===== src/prts_pkg.sv =====
// Package for the pulse-rate and level threshold switch.
// Assumes one 25 MHz core clock and a synchronous active-high reset.
package prts_pkg;
   // ---------------------------------------------------------------
   // Timing
   // ---------------------------------------------------------------
   localparam int unsigned CLK_HZ          = 25000000;
   localparam int unsigned TICK_HZ         = 100;
   localparam int unsigned TICK_CYC        = CLK_HZ / TICK_HZ;
   localparam int unsigned GATE_MAX_CS     = 9999;
   localparam int unsigned FAST_PULSE_HZ   = 5000;
   localparam int unsigned SLOW_PULSE_HZ   = 4;
   // ---------------------------------------------------------------
   // Ranges and scaling
   // ---------------------------------------------------------------
   localparam int          CNT_LEVEL_MAX   = 9999;
   localparam int          GAIN_MAX_CENTI  = 1000;
   localparam int          OFFSET_MAX      = 10000;
   localparam int          ALEVEL_MAX      = 20000;
   localparam int          AIN_FULL_SCALE  = 1000;
   localparam int          GAIN_DIV        = 100;
   localparam int          DEC_MAX         = 3;
   // ---------------------------------------------------------------
   // Reset values
   // ---------------------------------------------------------------
   localparam logic [31:0] RST_COUNT       = 32'h0000_0000;
   localparam logic [23:0] RST_TICK        = 24'h00_0000;
   localparam logic [15:0] RST_GATE        = 16'h0000;
   typedef enum logic [0:0] {
      PRTS_SRC_PULSE  = 1'b0,
      PRTS_SRC_ANALOG = 1'b1
   } prts_src_t;
endpackage : prts_pkg


===== src/prts_hyst.sv =====
// Hysteresis / window comparator shared by both front ends.
// Assumes signed operands; the enable marks an evaluation instant.
`timescale 1ns/1ps
`default_nettype none
module prts_hyst #(
   parameter int W = 32
) (
   input  wire logic                core_clk_i,
   input  wire logic                reset_i,
   input  wire logic                eval_i,
   input  wire logic signed [W-1:0] value_i,
   input  wire logic signed [W-1:0] on_i,
   input  wire logic signed [W-1:0] off_i,
   output logic                     q_o
);
   always_ff @(posedge core_clk_i) begin
      if (reset_i) begin
         q_o <= 1'b0;
      end else if (eval_i) begin
         if (on_i >= off_i) begin
            if (value_i > on_i)        q_o <= 1'b1;
            else if (value_i <= off_i) q_o <= 1'b0;
         end else begin
            q_o <= (value_i >= on_i) && (value_i < off_i);
         end
      end
   end
endmodule : prts_hyst
`default_nettype wire


===== src/prts_switch.sv =====
// Pulse-rate and level threshold switch: top module.
// Assumes parameters arrive as levels on the core clock domain, from the
// user program or from the live values of other blocks.
//
// Summary of operation
// - Count only rising edges of the pulse input.
// - Count correctly up to 5 kHz from a fast input.
// - Ordinary inputs need only about 4 Hz counting.
// - Gate time spans zero to 99.99 seconds, fixed seconds timebase.
// - Measured count equals rising edges within one gate interval.
// - Compare the pulse count once per gate interval; the analog value is compared every cycle.
// - With a one-second gate the count is frequency in hertz.
// - Pulse thresholds on and off range from 0 to 9999.
// - On at least off: set above on, clear at or below off.
// - On below off: set only when on <= value < off.
// - Analog compared value is input times gain plus offset.
// - Gain spans -10.00 to 10.00 in hundredths.
// - Offset spans -10000 to 10000.
// - Analog thresholds span -20000 to 20000, compared signed.
// - Decimal places affect display only, never the comparison.
// - Full-scale analog input maps to 1000, zero to zero.
// - Gate time may track a live value from another block.
// - Analog thresholds may track live values, including a count.
`timescale 1ns/1ps
`default_nettype none
module prts_switch
   import prts_pkg::*;
#(
   parameter int unsigned TICK_CYCLES = TICK_CYC
) (
   input  wire logic               core_clk_i,
   input  wire logic               reset_i,
   input  wire logic               src_analog_i,
   input  wire logic               pulse_i,
   input  wire logic [15:0]        gate_const_cs_i,
   input  wire logic               gate_from_live_i,
   input  wire logic [15:0]        gate_live_cs_i,
   input  wire logic [13:0]        cnt_on_i,
   input  wire logic [13:0]        cnt_off_i,
   input  wire logic signed [15:0] analog_value_i,
   input  wire logic signed [10:0] gain_centi_i,
   input  wire logic signed [14:0] offset_i,
   input  wire logic signed [15:0] a_on_const_i,
   input  wire logic signed [15:0] a_off_const_i,
   input  wire logic               a_on_from_live_i,
   input  wire logic               a_off_from_live_i,
   input  wire logic signed [15:0] a_on_live_i,
   input  wire logic signed [15:0] a_off_live_i,
   input  wire logic [1:0]         decimals_i,
   output logic                    switch_q_o,
   output logic [31:0]             measured_count_o,
   output logic signed [31:0]      actual_value_o,
   output logic                    gate_tick_o
);
   // ---------------------------------------------------------------
   // Pulse capture
   // ---------------------------------------------------------------
   // The pin passes two flops; the edge detector only reads the synchronised copy.
   // At 25 MHz a 5 kHz input has 5000 clocks per period, so no edge is missed.
   logic pulse_s;
   logic pulse_prev_q;
   logic rise;
   prts_sync u_sync (
      .core_clk_i (core_clk_i),
      .reset_i    (reset_i),
      .async_i    (pulse_i),
      .sync_o     (pulse_s)
   );
   always_ff @(posedge core_clk_i) begin
      if (reset_i) pulse_prev_q <= 1'b0;
      else         pulse_prev_q <= pulse_s;
   end
   assign rise = pulse_s & ~pulse_prev_q;

   // ---------------------------------------------------------------
   // Gate timing in hundredths of a second
   // ---------------------------------------------------------------
   logic [23:0] tick_cnt_q;
   logic        tick;
   logic [15:0] gate_cs;
   logic [15:0] gate_cnt_q;
   logic        gate_end;
   always_ff @(posedge core_clk_i) begin
      if (reset_i)                                 tick_cnt_q <= RST_TICK;
      else if (tick_cnt_q == 24'(TICK_CYCLES - 1)) tick_cnt_q <= RST_TICK;
      else                                         tick_cnt_q <= tick_cnt_q + 24'h00_0001;
   end
   assign tick = (tick_cnt_q == 24'(TICK_CYCLES - 1));
   // Seconds timebase is fixed; out-of-range values saturate at 99.99 s.
   always_comb begin
      gate_cs = gate_from_live_i ? gate_live_cs_i : gate_const_cs_i;
      if (gate_cs > 16'(GATE_MAX_CS)) gate_cs = 16'(GATE_MAX_CS);
   end
   // A zero gate closes every tick, the shortest interval the timer can resolve.
   always_ff @(posedge core_clk_i) begin
      if (reset_i)       gate_cnt_q <= RST_GATE;
      else if (gate_end) gate_cnt_q <= RST_GATE;
      else if (tick)     gate_cnt_q <= gate_cnt_q + 16'h0001;
   end
   assign gate_end = tick && ((gate_cnt_q + 16'h0001) >= gate_cs);

   // ---------------------------------------------------------------
   // Edge counting and latch
   // ---------------------------------------------------------------
   logic [31:0] edge_cnt_q;
   logic [31:0] edge_total;
   assign edge_total = edge_cnt_q + {31'h0000_0000, rise};
   always_ff @(posedge core_clk_i) begin
      if (reset_i)       edge_cnt_q <= RST_COUNT;
      else if (gate_end) edge_cnt_q <= RST_COUNT;
      else               edge_cnt_q <= edge_total;
   end
   // An edge in the closing cycle belongs to the closing interval.
   always_ff @(posedge core_clk_i) begin
      if (reset_i)       measured_count_o <= RST_COUNT;
      else if (gate_end) measured_count_o <= edge_total;
   end
   logic eval_q;
   always_ff @(posedge core_clk_i) begin
      if (reset_i) eval_q <= 1'b0;
      else         eval_q <= gate_end;
   end

   // ---------------------------------------------------------------
   // Analog scaling
   // ---------------------------------------------------------------
   // The input is already on the 0..1000 full-scale grid; gain is in hundredths.
   logic signed [31:0] gain_sat;
   logic signed [31:0] off_sat;
   logic signed [31:0] prod;
   logic signed [31:0] scaled;
   function automatic logic signed [31:0] clamp(input logic signed [31:0] v, input int lim);
      logic signed [31:0] l;
      l = 32'(lim);
      if (v > l)       clamp = l;
      else if (v < -l) clamp = -l;
      else             clamp = v;
   endfunction : clamp
   always_comb begin
      gain_sat = clamp(32'(gain_centi_i), GAIN_MAX_CENTI);
      off_sat  = clamp(32'(offset_i), OFFSET_MAX);
      prod     = 32'(analog_value_i) * gain_sat;
      scaled   = (prod / 32'(GAIN_DIV)) + off_sat;
   end
   always_ff @(posedge core_clk_i) begin
      if (reset_i) actual_value_o <= 32'sh0000_0000;
      else         actual_value_o <= scaled;
   end

   // ---------------------------------------------------------------
   // Threshold selection
   // ---------------------------------------------------------------
   // The decimals setting is accepted but deliberately unused here.
   logic signed [31:0] on_sel;
   logic signed [31:0] off_sel;
   logic signed [31:0] val_sel;
   logic               eval_sel;
   logic               src_q;
   always_ff @(posedge core_clk_i) begin
      if (reset_i) src_q <= PRTS_SRC_PULSE;
      else         src_q <= src_analog_i;
   end
   always_comb begin
      if (src_q == PRTS_SRC_ANALOG) begin
         on_sel   = clamp(a_on_from_live_i ? 32'(a_on_live_i) : 32'(a_on_const_i),
                          ALEVEL_MAX);
         off_sel  = clamp(a_off_from_live_i ? 32'(a_off_live_i) : 32'(a_off_const_i),
                          ALEVEL_MAX);
         val_sel  = actual_value_o;
         eval_sel = 1'b1;
      end else begin
         on_sel   = clamp(32'(cnt_on_i), CNT_LEVEL_MAX);
         off_sel  = clamp(32'(cnt_off_i), CNT_LEVEL_MAX);
         val_sel  = measured_count_o;
         eval_sel = eval_q;
      end
   end
   prts_hyst #(.W(32)) u_hyst (
      .core_clk_i (core_clk_i),
      .reset_i    (reset_i),
      .eval_i     (eval_sel),
      .value_i    (val_sel),
      .on_i       (on_sel),
      .off_i      (off_sel),
      .q_o        (switch_q_o)
   );
   always_ff @(posedge core_clk_i) begin
      if (reset_i) gate_tick_o <= 1'b0;
      else         gate_tick_o <= gate_end;
   end

   // ---------------------------------------------------------------
   // Checks on counting and gate timing
   // ---------------------------------------------------------------
   // Cycles since the last gate end. It feeds only the checks below, which bound
   // every interval between one tick and the longest gate the timer accepts.
   logic [31:0] gate_len_q;
   always_ff @(posedge core_clk_i) begin
      if (reset_i)       gate_len_q <= RST_COUNT;
      else if (gate_end) gate_len_q <= RST_COUNT;
      else               gate_len_q <= gate_len_q + 32'h0000_0001;
   end
   chk_count_latch: assert property (@(posedge core_clk_i) disable iff (reset_i)
      gate_end |=> measured_count_o == $past(edge_total) && edge_cnt_q == 32'h0)
      else $error("measured count not latched at gate end");
   chk_fall_ignored: assert property (@(posedge core_clk_i) disable iff (reset_i)
      (!rise && !gate_end) |=> edge_cnt_q == $past(edge_cnt_q))
      else $error("count moved without rising edge");
   chk_rise_counted: assert property (@(posedge core_clk_i) disable iff (reset_i)
      (rise && !gate_end) |=> edge_cnt_q == $past(edge_cnt_q) + 32'h1)
      else $error("rising edge not counted");
   chk_rise_seen: assert property (@(posedge core_clk_i) disable iff (reset_i)
      $rose(pulse_s) |-> rise)
      else $error("synchronised rise not detected");
   chk_fall_quiet: assert property (@(posedge core_clk_i) disable iff (reset_i)
      $fell(pulse_s) |-> !rise)
      else $error("falling edge taken as a rise");
   chk_count_hold: assert property (@(posedge core_clk_i) disable iff (reset_i)
      !gate_end |=> $stable(measured_count_o))
      else $error("measured count moved inside a gate");

   chk_tick_range: assert property (@(posedge core_clk_i) disable iff (reset_i)
      tick_cnt_q < 24'(TICK_CYCLES))
      else $error("tick divider beyond its period");
   chk_tick_out: assert property (@(posedge core_clk_i) disable iff (reset_i)
      1'b1 |=> gate_tick_o == $past(gate_end))
      else $error("gate tick output not one cycle after gate end");
   chk_eval_follow: assert property (@(posedge core_clk_i) disable iff (reset_i)
      1'b1 |=> eval_q == $past(gate_end))
      else $error("evaluation strobe not tied to gate end");
   chk_gate_bound: assert property (@(posedge core_clk_i) disable iff (reset_i)
      gate_cnt_q <= 16'(GATE_MAX_CS))
      else $error("gate counter beyond limit");
   chk_gate_sat: assert property (@(posedge core_clk_i) disable iff (reset_i)
      gate_cs <= 16'(GATE_MAX_CS))
      else $error("gate time not saturated");
   chk_gate_live: assert property (@(posedge core_clk_i) disable iff (reset_i)
      (gate_from_live_i && gate_live_cs_i <= 16'(GATE_MAX_CS)) |-> gate_cs == gate_live_cs_i)
      else $error("live gate time not tracked");
   chk_gate_max: assert property (@(posedge core_clk_i) disable iff (reset_i)
      gate_len_q < 32'(GATE_MAX_CS * TICK_CYCLES))
      else $error("gate interval longer than the longest gate");
   chk_gate_min: assert property (@(posedge core_clk_i) disable iff (reset_i)
      gate_end |-> gate_len_q >= 32'(TICK_CYCLES - 1))
      else $error("gate interval shorter than one tick");
   // Reset checks carry no disable clause, so they also run while reset is held.
   chk_reset_clear: assert property (@(posedge core_clk_i)
      reset_i |=> !switch_q_o && measured_count_o == 32'h0 && edge_cnt_q == 32'h0)
      else $error("reset did not clear state");
   chk_reset_timer: assert property (@(posedge core_clk_i)
      reset_i |=> tick_cnt_q == RST_TICK && gate_cnt_q == RST_GATE && !gate_tick_o)
      else $error("reset did not restart gate timing");

   // ---------------------------------------------------------------
   // Checks on the comparator and scaling
   // ---------------------------------------------------------------
   // The comparator checks watch the selected operands, so one set covers both front ends.
   chk_pulse_hold: assert property (@(posedge core_clk_i) disable iff (reset_i)
      (src_q == PRTS_SRC_PULSE && !eval_q && $past(src_q) == PRTS_SRC_PULSE) |=> $stable(switch_q_o))
      else $error("pulse output changed between gates");
   chk_idle_hold: assert property (@(posedge core_clk_i) disable iff (reset_i)
      !eval_sel |=> $stable(switch_q_o))
      else $error("output changed without evaluation");
   chk_hyst_set: assert property (@(posedge core_clk_i) disable iff (reset_i)
      (eval_sel && on_sel >= off_sel && val_sel > on_sel) |=> switch_q_o)
      else $error("hysteresis output not set");
   chk_hyst_clear: assert property (@(posedge core_clk_i) disable iff (reset_i)
      (eval_sel && on_sel >= off_sel && val_sel <= off_sel) |=> !switch_q_o)
      else $error("hysteresis output not cleared");
   chk_hyst_hold: assert property (@(posedge core_clk_i) disable iff (reset_i)
      (eval_sel && on_sel >= off_sel && val_sel > off_sel && val_sel <= on_sel) |=> $stable(switch_q_o))
      else $error("hysteresis output not held in the band");
   chk_window_set: assert property (@(posedge core_clk_i) disable iff (reset_i)
      (eval_sel && on_sel < off_sel && val_sel >= on_sel && val_sel < off_sel) |=> switch_q_o)
      else $error("window output not set");
   chk_window_clear: assert property (@(posedge core_clk_i) disable iff (reset_i)
      (eval_sel && on_sel < off_sel && (val_sel < on_sel || val_sel >= off_sel)) |=> !switch_q_o)
      else $error("window output not cleared");
   chk_pulse_levels: assert property (@(posedge core_clk_i) disable iff (reset_i)
      src_q == PRTS_SRC_PULSE |-> on_sel >= 32'sh0000_0000 && on_sel <= 32'(CNT_LEVEL_MAX)
         && off_sel >= 32'sh0000_0000 && off_sel <= 32'(CNT_LEVEL_MAX))
      else $error("pulse thresholds out of range");
   chk_analog_levels: assert property (@(posedge core_clk_i) disable iff (reset_i)
      src_q == PRTS_SRC_ANALOG |-> on_sel >= -32'(ALEVEL_MAX) && on_sel <= 32'(ALEVEL_MAX)
         && off_sel >= -32'(ALEVEL_MAX) && off_sel <= 32'(ALEVEL_MAX))
      else $error("analog thresholds out of range");
   chk_gain_clamp: assert property (@(posedge core_clk_i) disable iff (reset_i)
      gain_sat >= -32'(GAIN_MAX_CENTI) && gain_sat <= 32'(GAIN_MAX_CENTI))
      else $error("gain outside its range");
   chk_offset_clamp: assert property (@(posedge core_clk_i) disable iff (reset_i)
      off_sat >= -32'(OFFSET_MAX) && off_sat <= 32'(OFFSET_MAX))
      else $error("offset outside its range");
   // A zero input must leave only the offset, which pins the origin of the scale.
   chk_zero_input: assert property (@(posedge core_clk_i) disable iff (reset_i)
      analog_value_i == 16'sh0000 |=> actual_value_o == $past(off_sat))
      else $error("zero input not mapped to the offset");
   chk_scale_path: assert property (@(posedge core_clk_i) disable iff (reset_i)
      1'b1 |=> actual_value_o == $past(scaled))
      else $error("scaled value not registered");
endmodule : prts_switch
`default_nettype wire


===== src/prts_sync.sv =====
// Two-stage synchroniser for the pulse pin.
// Assumes the pin is asynchronous to core_clk_i.
`timescale 1ns/1ps
`default_nettype none
module prts_sync (
   input  wire logic core_clk_i,
   input  wire logic reset_i,
   input  wire logic async_i,
   output logic      sync_o
);
   logic meta_q;
   always_ff @(posedge core_clk_i) begin
      if (reset_i) begin
         meta_q <= 1'b0;
         sync_o <= 1'b0;
      end else begin
         meta_q <= async_i;
         sync_o <= meta_q;
      end
   end
endmodule : prts_sync
`default_nettype wire

===== config.mk =====
export PLATFORM = sky130hd
export DESIGN_NAME = prts_switch
export DESIGN_NICKNAME = d
export VERILOG_FILES = /design/src/prts_pkg.sv /design/src/prts_hyst.sv /design/src/prts_switch.sv /design/src/prts_sync.sv
export SDC_FILE = /design/constraint.sdc
export NUM_CORES = 1
export LEC_CHECK = 0
export BUFFER_PORTS_ARGS = -buffer_cell sky130_fd_sc_hd__buf_4
export CAP_MARGIN = 15
export CELL_PAD_IN_SITES_DETAIL_PLACEMENT = 0
export CELL_PAD_IN_SITES_GLOBAL_PLACEMENT = 1
export CORE_MARGIN = 1.5
export CORE_UTILIZATION = 42
export DETAILED_ROUTE_END_ITERATION = 6
export PLACE_DENSITY_LB_ADDON = 0.1
export SETUP_SLACK_MARGIN = 0.4
export SKIP_CTS_REPAIR_TIMING = 1
export SYNTH_ARGS = -nofsm -noshare
export SYNTH_HDL_FRONTEND = slang
export SYNTH_HIERARCHICAL = 1
export SYNTH_SLANG_ARGS = --single-unit

===== constraint.sdc =====
create_clock -name core_clk_i -period 26.2 [get_ports core_clk_i]
set_input_delay 1.31 -clock core_clk_i [delete_from_list [all_inputs] [get_ports core_clk_i]]
set_output_delay 1.31 -clock core_clk_i [all_outputs]
set_load 0.005 [all_outputs]

Word level (Yosys, flattened, before mapping). Cells that the tools add are included. Widths: inputs -> output; s select.

Add/sub/neg operators: 4. $mul: 1. Divide/modulo/power cells: 1. Magnitude comparators: 17. Equal/unequal tests: 2. Shift-type cells: 0. Muxes and demuxes: 21. Bitwise operators: 2. Reduce and logical (&&, ||, !) cells: 5.

Operators by type and width (number): $mux 32 (13); $ge 32x32->1 (2); $gt 32x16->1 const B (2); $lt 32x16->1 const B (2); $add 32x1->32 (1); $add 32x32->32 (1); $div 32x8->32 const B (1); $gt 32x32->1 (1); $le 32x32->1 (1); $lt 32x32->1 (1); $mul 16x32->32 (1); $mux 16 (2); $gt 14x14->1 const B (2); $mux 14 (2); $add 24x1->24 const B (1); $eq 24x18->1 const B (1); $add 16x1->16 const B (1); $ge 16x16->1 (1); $gt 16x14->1 const B (1); $gt 15x15->1 const B (1); $lt 15x15->1 const B (1); $gt 11x11->1 const B (1); $lt 11x11->1 const B (1); $mux 1 (4); 6 further kinds (8).

Register bits after elaboration: 142. Bits in latches: 0. Memory bits (writable): 0. Memory bits (read-only): 0. Input port bits: 175. Output and inout bits: 66. Word-level logic and storage cells: 64. Memories: 0.

Depth between registers and ports, before layout. Gate-level depths: netlist of run 1.

Depth after elaboration: 9. Depth in mapped cells: 136. Depth with buffers taken out: 122.

Modules after synthesis. The synthesis of run 1 kept the hierarchy.

By module, submodules not included: prts_switch (times used 1, cells an instance 3229, area each 25234.2 µm²); prts_hyst (times used 1, cells an instance 320, area each 2416.1 µm²); prts_sync (times used 1, cells an instance 4, area each 52.6 µm²).

Least setup slack after synthesis of run 1. Ideal clock, no wire load.

Path kind: in2reg. Start point: in gain_centi_i[0]. End point: reg actual_value_o[31]. Library setup time: 0.071 ns. Data arrival time: 28.825 ns. Required time: 26.129 ns. Slack: -2.696 ns. Cell stages on the path: 124. Path through: o31a_1 > o2111a_1 > nor2_1 > clkbuf_1 > nand2_1 > fa_1 > inv_1 > fa_1 > fa_1 > inv_1 > fa_1 > inv_1 > fa_1 > inv_1 > fa_1 > inv_1 > ha_1 > a21oi_1 > (+88 left out) > o21bai_1 > a21oi_1 > o21bai_1 > a21oi_1 > o21bai_1 > a21oi_1 > o21bai_1 > a21oi_1 > nor2b_1 > o21ai_0 > nand2b_1 > a21o_1 > a21o_1 > a21o_1 > a21oi_1 > xnor2_1 > or3_1 > a21oi_1.

Longest elaborated chain between the ends: 6.

RTL lines: start: declaration (line prts_switch.sv:41) `input wire logic signed [10:0] gain_centi_i,`; $lt 11x11->1 (line prts_switch.sv:136) `else if (v < -l) clamp = -l;`; $mux 32 (line prts_switch.sv:136); $mux 32 * (line prts_switch.sv:135) `if (v > l) clamp = l;`; $mul 16x32->32 * (line prts_switch.sv:142) `prod = 32'(analog_value_i) * gain_sat;`; $div 32x8->32 * (line prts_switch.sv:143) `scaled = (prod / 32'(GAIN_DIV)) + off_sat;`; $add 32x32->32 * (line prts_switch.sv:143); end signal: assignment (line prts_switch.sv:147) `else actual_value_o <= scaled;`; end: declaration (line prts_switch.sv:52) `output logic signed [31:0] actual_value_o,`.

Mark *: on every way between the ends. The rest lies on a longest branch, timed or not. A chain may end at the register's enable or synchronous reset.

Worst setup path after layout of run 1.
Start point: in gain_centi_i[2]. End point: reg actual_value_o[31].

The elaborated chain is that of the path after synthesis.

==> results of run 1 <==
[through the flow]
stage / setup slack (ns) / TNS [ns]
after floorplan: -0.890 / -1.55
after global placement: -2.34 / -19.27
after detailed placement: -2.80 / -28.30
after CTS: -2.42 / -20.75
after global routing: -2.96 / -29.72
final: -1.85 / -11.66
[cell usage after synthesis, drive strengths merged (52+ instances only)]
cell type  number
fa            208
ha            229
nor2          310
xnor2         153
clkbuf         86
nor2b          69
o21ai         168
nand2         303
mux2i          74
and3           78
nand3         101
dfxtp         142
nor3           79
a211oi         52
and2          103
a21oi         182
inv           423
xor2           76
[how the worst min path moves through the flow]
| stage | from | endpoint | slack, ns | cells after the start |
|---|---|---|---|---|
| after floorplan | u_sync/meta_q | u_sync/sync_o | 0.41 | 1 |
| after global placement | u_sync/meta_q | u_sync/sync_o | 0.43 | 1 |
| after detailed placement | u_sync/meta_q | u_sync/sync_o | 0.43 | 1 |
| after CTS | u_sync/meta_q | u_sync/sync_o | 0.44 | 1 |
| after global routing | u_sync/meta_q | u_sync/sync_o | 0.46 | 1 |
| final | u_sync/meta_q | u_sync/sync_o | 0.43 | 1 |
[area by class of cell]
cell class | count | area [um2]
Multi-Input combinational cell | 2865 | 25900
Fill cell | 5641 | 23800
Timing Repair Buffer | 1141 | 9000
Sequential cell | 142 | 2840
Inverter | 423 | 1600
Tap cell | 855 | 1070
Clock buffer | 17 | 425
Clock inverter | 15 | 161
[flip-flops by register name, indices dropped and copies added (netlist names)]
signal	flops
actual_value_o	32
edge_cnt_q	32
gate_cnt_q	16
gate_tick_o	1
measured_count_o	32
pulse_prev_q	1
src_q	1
tick_cnt_q	24
u_hyst/q_o	1
u_sync/meta_q	1
u_sync/sync_o	1
[cells by family (layout without fill, tap and decap cells)]
group,count (synthesis),count (layout)
compound gates,844,845
simple gates,1247,1247
xor+xnor,229,229
fa+ha+maj,441,441
buf+inv,548,1596
flops,142,142
mux,101,101
other cells,1,2
[per-layer routing]
| metal | vias up | share of wire, % | global-route usage [%] | wire, um |
|---|---|---|---|---|
| met5 | - | 0 | 0 | 0 |
| met4 | 0 | 2.4 | 6.85 | 2300 |
| met3 | 136 | 3.7 | 1.51 | 3550 |
| met2 | 687 | 52 | 50.1 | 50100 |
| met1 | 14600 | 42 | 33.3 | 40500 |
| li1 | 14600 | - | - | - |
[worst max-delay path, delay by kind of cell]
kind | cells | cell delay [ns]
mux | 3 | 0.74
simple gates | 26 | 5.66
fa+ha+maj | 10 | 4.14
xor+xnor | 4 | 0.62
buf+inv | 24 | 3.35
compound gates | 66 | 12.52
[layout by cell type (no fill, tap or decap), types with 32 or more instances in the layout]
cell type,count
dfxtp_1,141
o21ai_0,102
and3_1,72
nor2_1,280
buf_4,1067
a21oi_2,51
nor2b_1,63
nand4_1,46
ha_1,202
and2_1,72
inv_1,393
xnor2_1,117
o21ai_1,32
a21o_1,42
mux2i_1,65
a21oi_1,108
a31oi_1,32
xor2_1,70
buf_6,55
nor3_1,62
fa_1,184
nand3_1,93
nand2_1,268
==> reports/metrics.cfg, run 1 <==
[clock_network]
cts.sinks=142
cts_tree=yes
h-tree-depth=4
clkTransAtPathRegs_ns=0.06
cts_root_buf=clkbuf_16
clk_latency_ns=0.44
cts_buffers=17
max-clock-path-buffers=2

[placed_design]
dp_hpwl_um=77900
gp_congestion=0.940
dpl_cell_area_um2=36800
io_buffers=238
dp.cells=5276

[timing]
setup_ws_ns=-1.85
holdWs_ns=0.435
rsz0062_at_grt=true
slew_headroom_pct=10.8
hold_violations=0
tightestPinTransition_ns=1.33
fin_crit_ns=28.05
finalSetupViolCount=13
finalMaxSlewViolations=0
finalClockSkew_ns=0.0147
timing.final.crit_share_pct=107
max_freq_mhz=35.6

[synthesis]
synth_async_sr_flop_share_pct=0
synth_fa_ha_area_share_pct=25.5
synthMuxAreaShare_pct=3.78
ys.flop_type=dfxtp_1
synth_cell_types=138
synth_top_family_by_area=adder cells
synth_top_area_share_pct=15.0
yosysWarnings=6
synth_enable_flop_cells=0
netlist_area_um2=27700
syn_area_per_cell_um2=7.80
syn_inst=3553
yosysSeqAreaShare_pct=10.3
synth-xor-area-share_pct=7.48
ys_ff_latch=142
yosys.area.top_type=fa_1
synth_area_leaders=fa_1, ha_1, dfxtp_1
synthSimpleGateAreaFrac_pct=22.8
synth_compound_area_share_pct=22.5

[min_path]
hold_class=register to register

[die]
rows=93
core-area_um2=64800
start_util_pct=42.7
pin_count=241
dieArea_um2=67500
dieWidth_um=260
die_h_um=260

[worst_setup_path]
slowest_stage=or4_4
startpoint=gain_centi_i[2]
r2r_slack_ns=21.97
max_stage_delay_ns=0.61
reg2reg_depth=24
arrival_ns=28.42
start_kind=input port
r2r_end=gate_cnt_q[13]
crit-reg2reg-launch=gate_cnt_q[0]
worstSetupPathType=input port to register
endpoint_kind=register
required_ns=26.56
worstSetupEndpoint=actual_value_o[31]
worstPathMaxFanout=8

[grt]
grt_pass1_vias=29900
antenna_found_initial=0
grt_pass1_wl_um=149000
overflow=0
grt_max_degree=74
track_usage_pct=26.8

[status]
status=finished, violations left
violations=negative setup slack

[cells_and_area]
post-route-util_pct=63.3
drive_gt1_share_pct=39.2
n_antenna_cell=0
fin_cells=5458
final_area_um2=41000
area_delta_synth_final_pct=48.1
final_nets=5202

[detailed_routing]
viasPerCell=5.49
firstDrtPassIters=5
finalWirelength_um=96500
routedWlPerCell_um=17.7
vias=30000
final_antenna_net_count=0
drcViolationCount=0
initialDrtViolationCount=1600

[run]
drv_cap=0

Power of run 1 is not shown: default switching activity piles up to over one toggle a cycle in this logic, so the estimate is an artifact.
==> run 2, diff against run 1 <==
Settings changed: BUFFER_PORTS_ARGS -buffer_cell sky130_fd_sc_hd__buf_4 to -buffer_cell sky130_fd_sc_hd__buf_2.
==> run 2 against run 1 <==
Effect of this change:
- cell area shrank 2.7%
- fmax shrank 0.44%
- via count shrank 0.68%
- first-iteration DRC count shrank 0.44%
- worst setup slack lost 0.12 ns
- sequential share of layout area grew 0.19 points
- clock skew grew 0.00083 ns
- the run still ends with negative setup slack left
- hold slack gained 0.011 ns
- non-clock buffer count shrank 8
- final cell count shrank 0.15%
- core utilization shrank 1.7 points
==> reports/metrics.cfg, run 2 (synthesized netlist as in run 1, its figures left out) <==
[detailed_routing]
final_antenna_net_count=0
routedWlPerCell_um=17.3
drcViolationCount=0
firstDrtPassIters=6
vias=29800
finalWirelength_um=94100
initialDrtViolationCount=1593
viasPerCell=5.47

[clock_network]
cts_root_buf=clkbuf_16
clk_latency_ns=0.44
h-tree-depth=4
cts_buffers=17
clkTransAtPathRegs_ns=0.07
cts_tree=yes
cts.sinks=142
max-clock-path-buffers=2

[placed_design]
io_buffers=238
gp_congestion=0.949
dp_hpwl_um=77100
dpl_cell_area_um2=36300

[worst_setup_path]
r2r_slack_ns=21.95
worstSetupPathType=input port to register
endpoint_kind=register
required_ns=26.57
worstPathMaxFanout=8
max_stage_delay_ns=0.60
slowest_stage=fa_1
start_kind=input port
path_delay_family=compound AO/OA/AOI/OAI gates
cp.buffers_inverters=26
arrival_ns=28.54

[timing]
hold_violations=0
setup_tns_ns=-14.22
finalMaxSlewViolations=0
tightestPinTransition_ns=1.41
finalClockSkew_ns=0.0155
timing.final.crit_share_pct=108
rsz0062_at_grt=true
fin_crit_ns=28.18
slew_headroom_pct=5.49
finalSetupViolCount=14
holdWs_ns=0.445
max_freq_mhz=35.5
setup_ws_ns=-1.98

[die]
core-area_um2=64800
dieWidth_um=260
rows=93
dieArea_um2=67500
pin_count=241
start_util_pct=42.7
die_h_um=260

[grt]
track_usage_pct=26.7
grt_pass1_wl_um=149000
grt_max_degree=97
grt_pass1_vias=29900
met2_usage_pct=49.3
grt_util_met1_pct=32.9
top_usage_layer=met2
grtUsageMet3_pct=1.83
overflow=0
antenna_found_initial=1

[cells_and_area]
layout_common_cells=buf_4, inv_1, nand2_1
fillers=5839
final_area_um2=39900
final_nets=5193
seq_area_um2=2840
post-route-util_pct=61.6
multi_input_area_um2=25400
top_regs=actual_value_o x32, edge_cnt_q x32, measured_count_o x32
area_delta_synth_final_pct=44.1
drive_gt1_share_pct=36.9
final_common_cell=buf_4

[status]
status=finished, violations left
violations=negative setup slack

[run]
drv_cap=0

[min_path]
hold_class=register to register

-- run 2: changes by cell type in the layout (fill, tap and decap cells not counted), moves of 14 or more --
cell | before | now
buf_4 | 1067 | 813
buf_2 | 1 | 233
and2_1 | 72 | 89
and2_4 | 29 | 14
buf_6 | 55 | 69
inv_1 | 393 | 407
-- run 2: cell type report --
type	instances	share of cell area [%]
clock inverters	15	0.476
repair buffers	1133	21.0
diodes	1	0.00627
well taps	855	2.68
clock buffers	17	1.07
inverters	423	3.99
flip-flops and latches	142	7.12
multi-input cells	2864	63.6
-- run 2: path summary, 6_finish.rpt --
| path | start | endpoint | cells past startpoint |
|---|---|---|---|
| setup / recovery | gain_centi_i[8] | actual_value_o[31] | 137 |
| hold / removal | u_sync/meta_q | u_sync/sync_o | 1 |
| setup reg to reg | gate_cnt_q[0] | gate_cnt_q[1] | 24 |
| hold reg to reg | u_sync/meta_q | u_sync/sync_o | 1 |
-- run 2: metrics by stage --
step	setup slack (ns)	instances
finish	-1.98	5450
global route	-3.22	5450
CTS	-2.32	5314
detailed placement	-2.70	5282
global placement	-2.31	5282
floorplan	-0.890	3554
-- run 2: metal layers --
| layer | wire [um] | up-vias |
|---|---|---|
| li1 | - | 14500 |
| met1 | 39700 | 14400 |
| met2 | 48300 | 648 |
| met3 | 3340 | 143 |
| met4 | 2780 | 0 |
| met5 | 0 | - |
Power of run 2 is left out for the same reason.
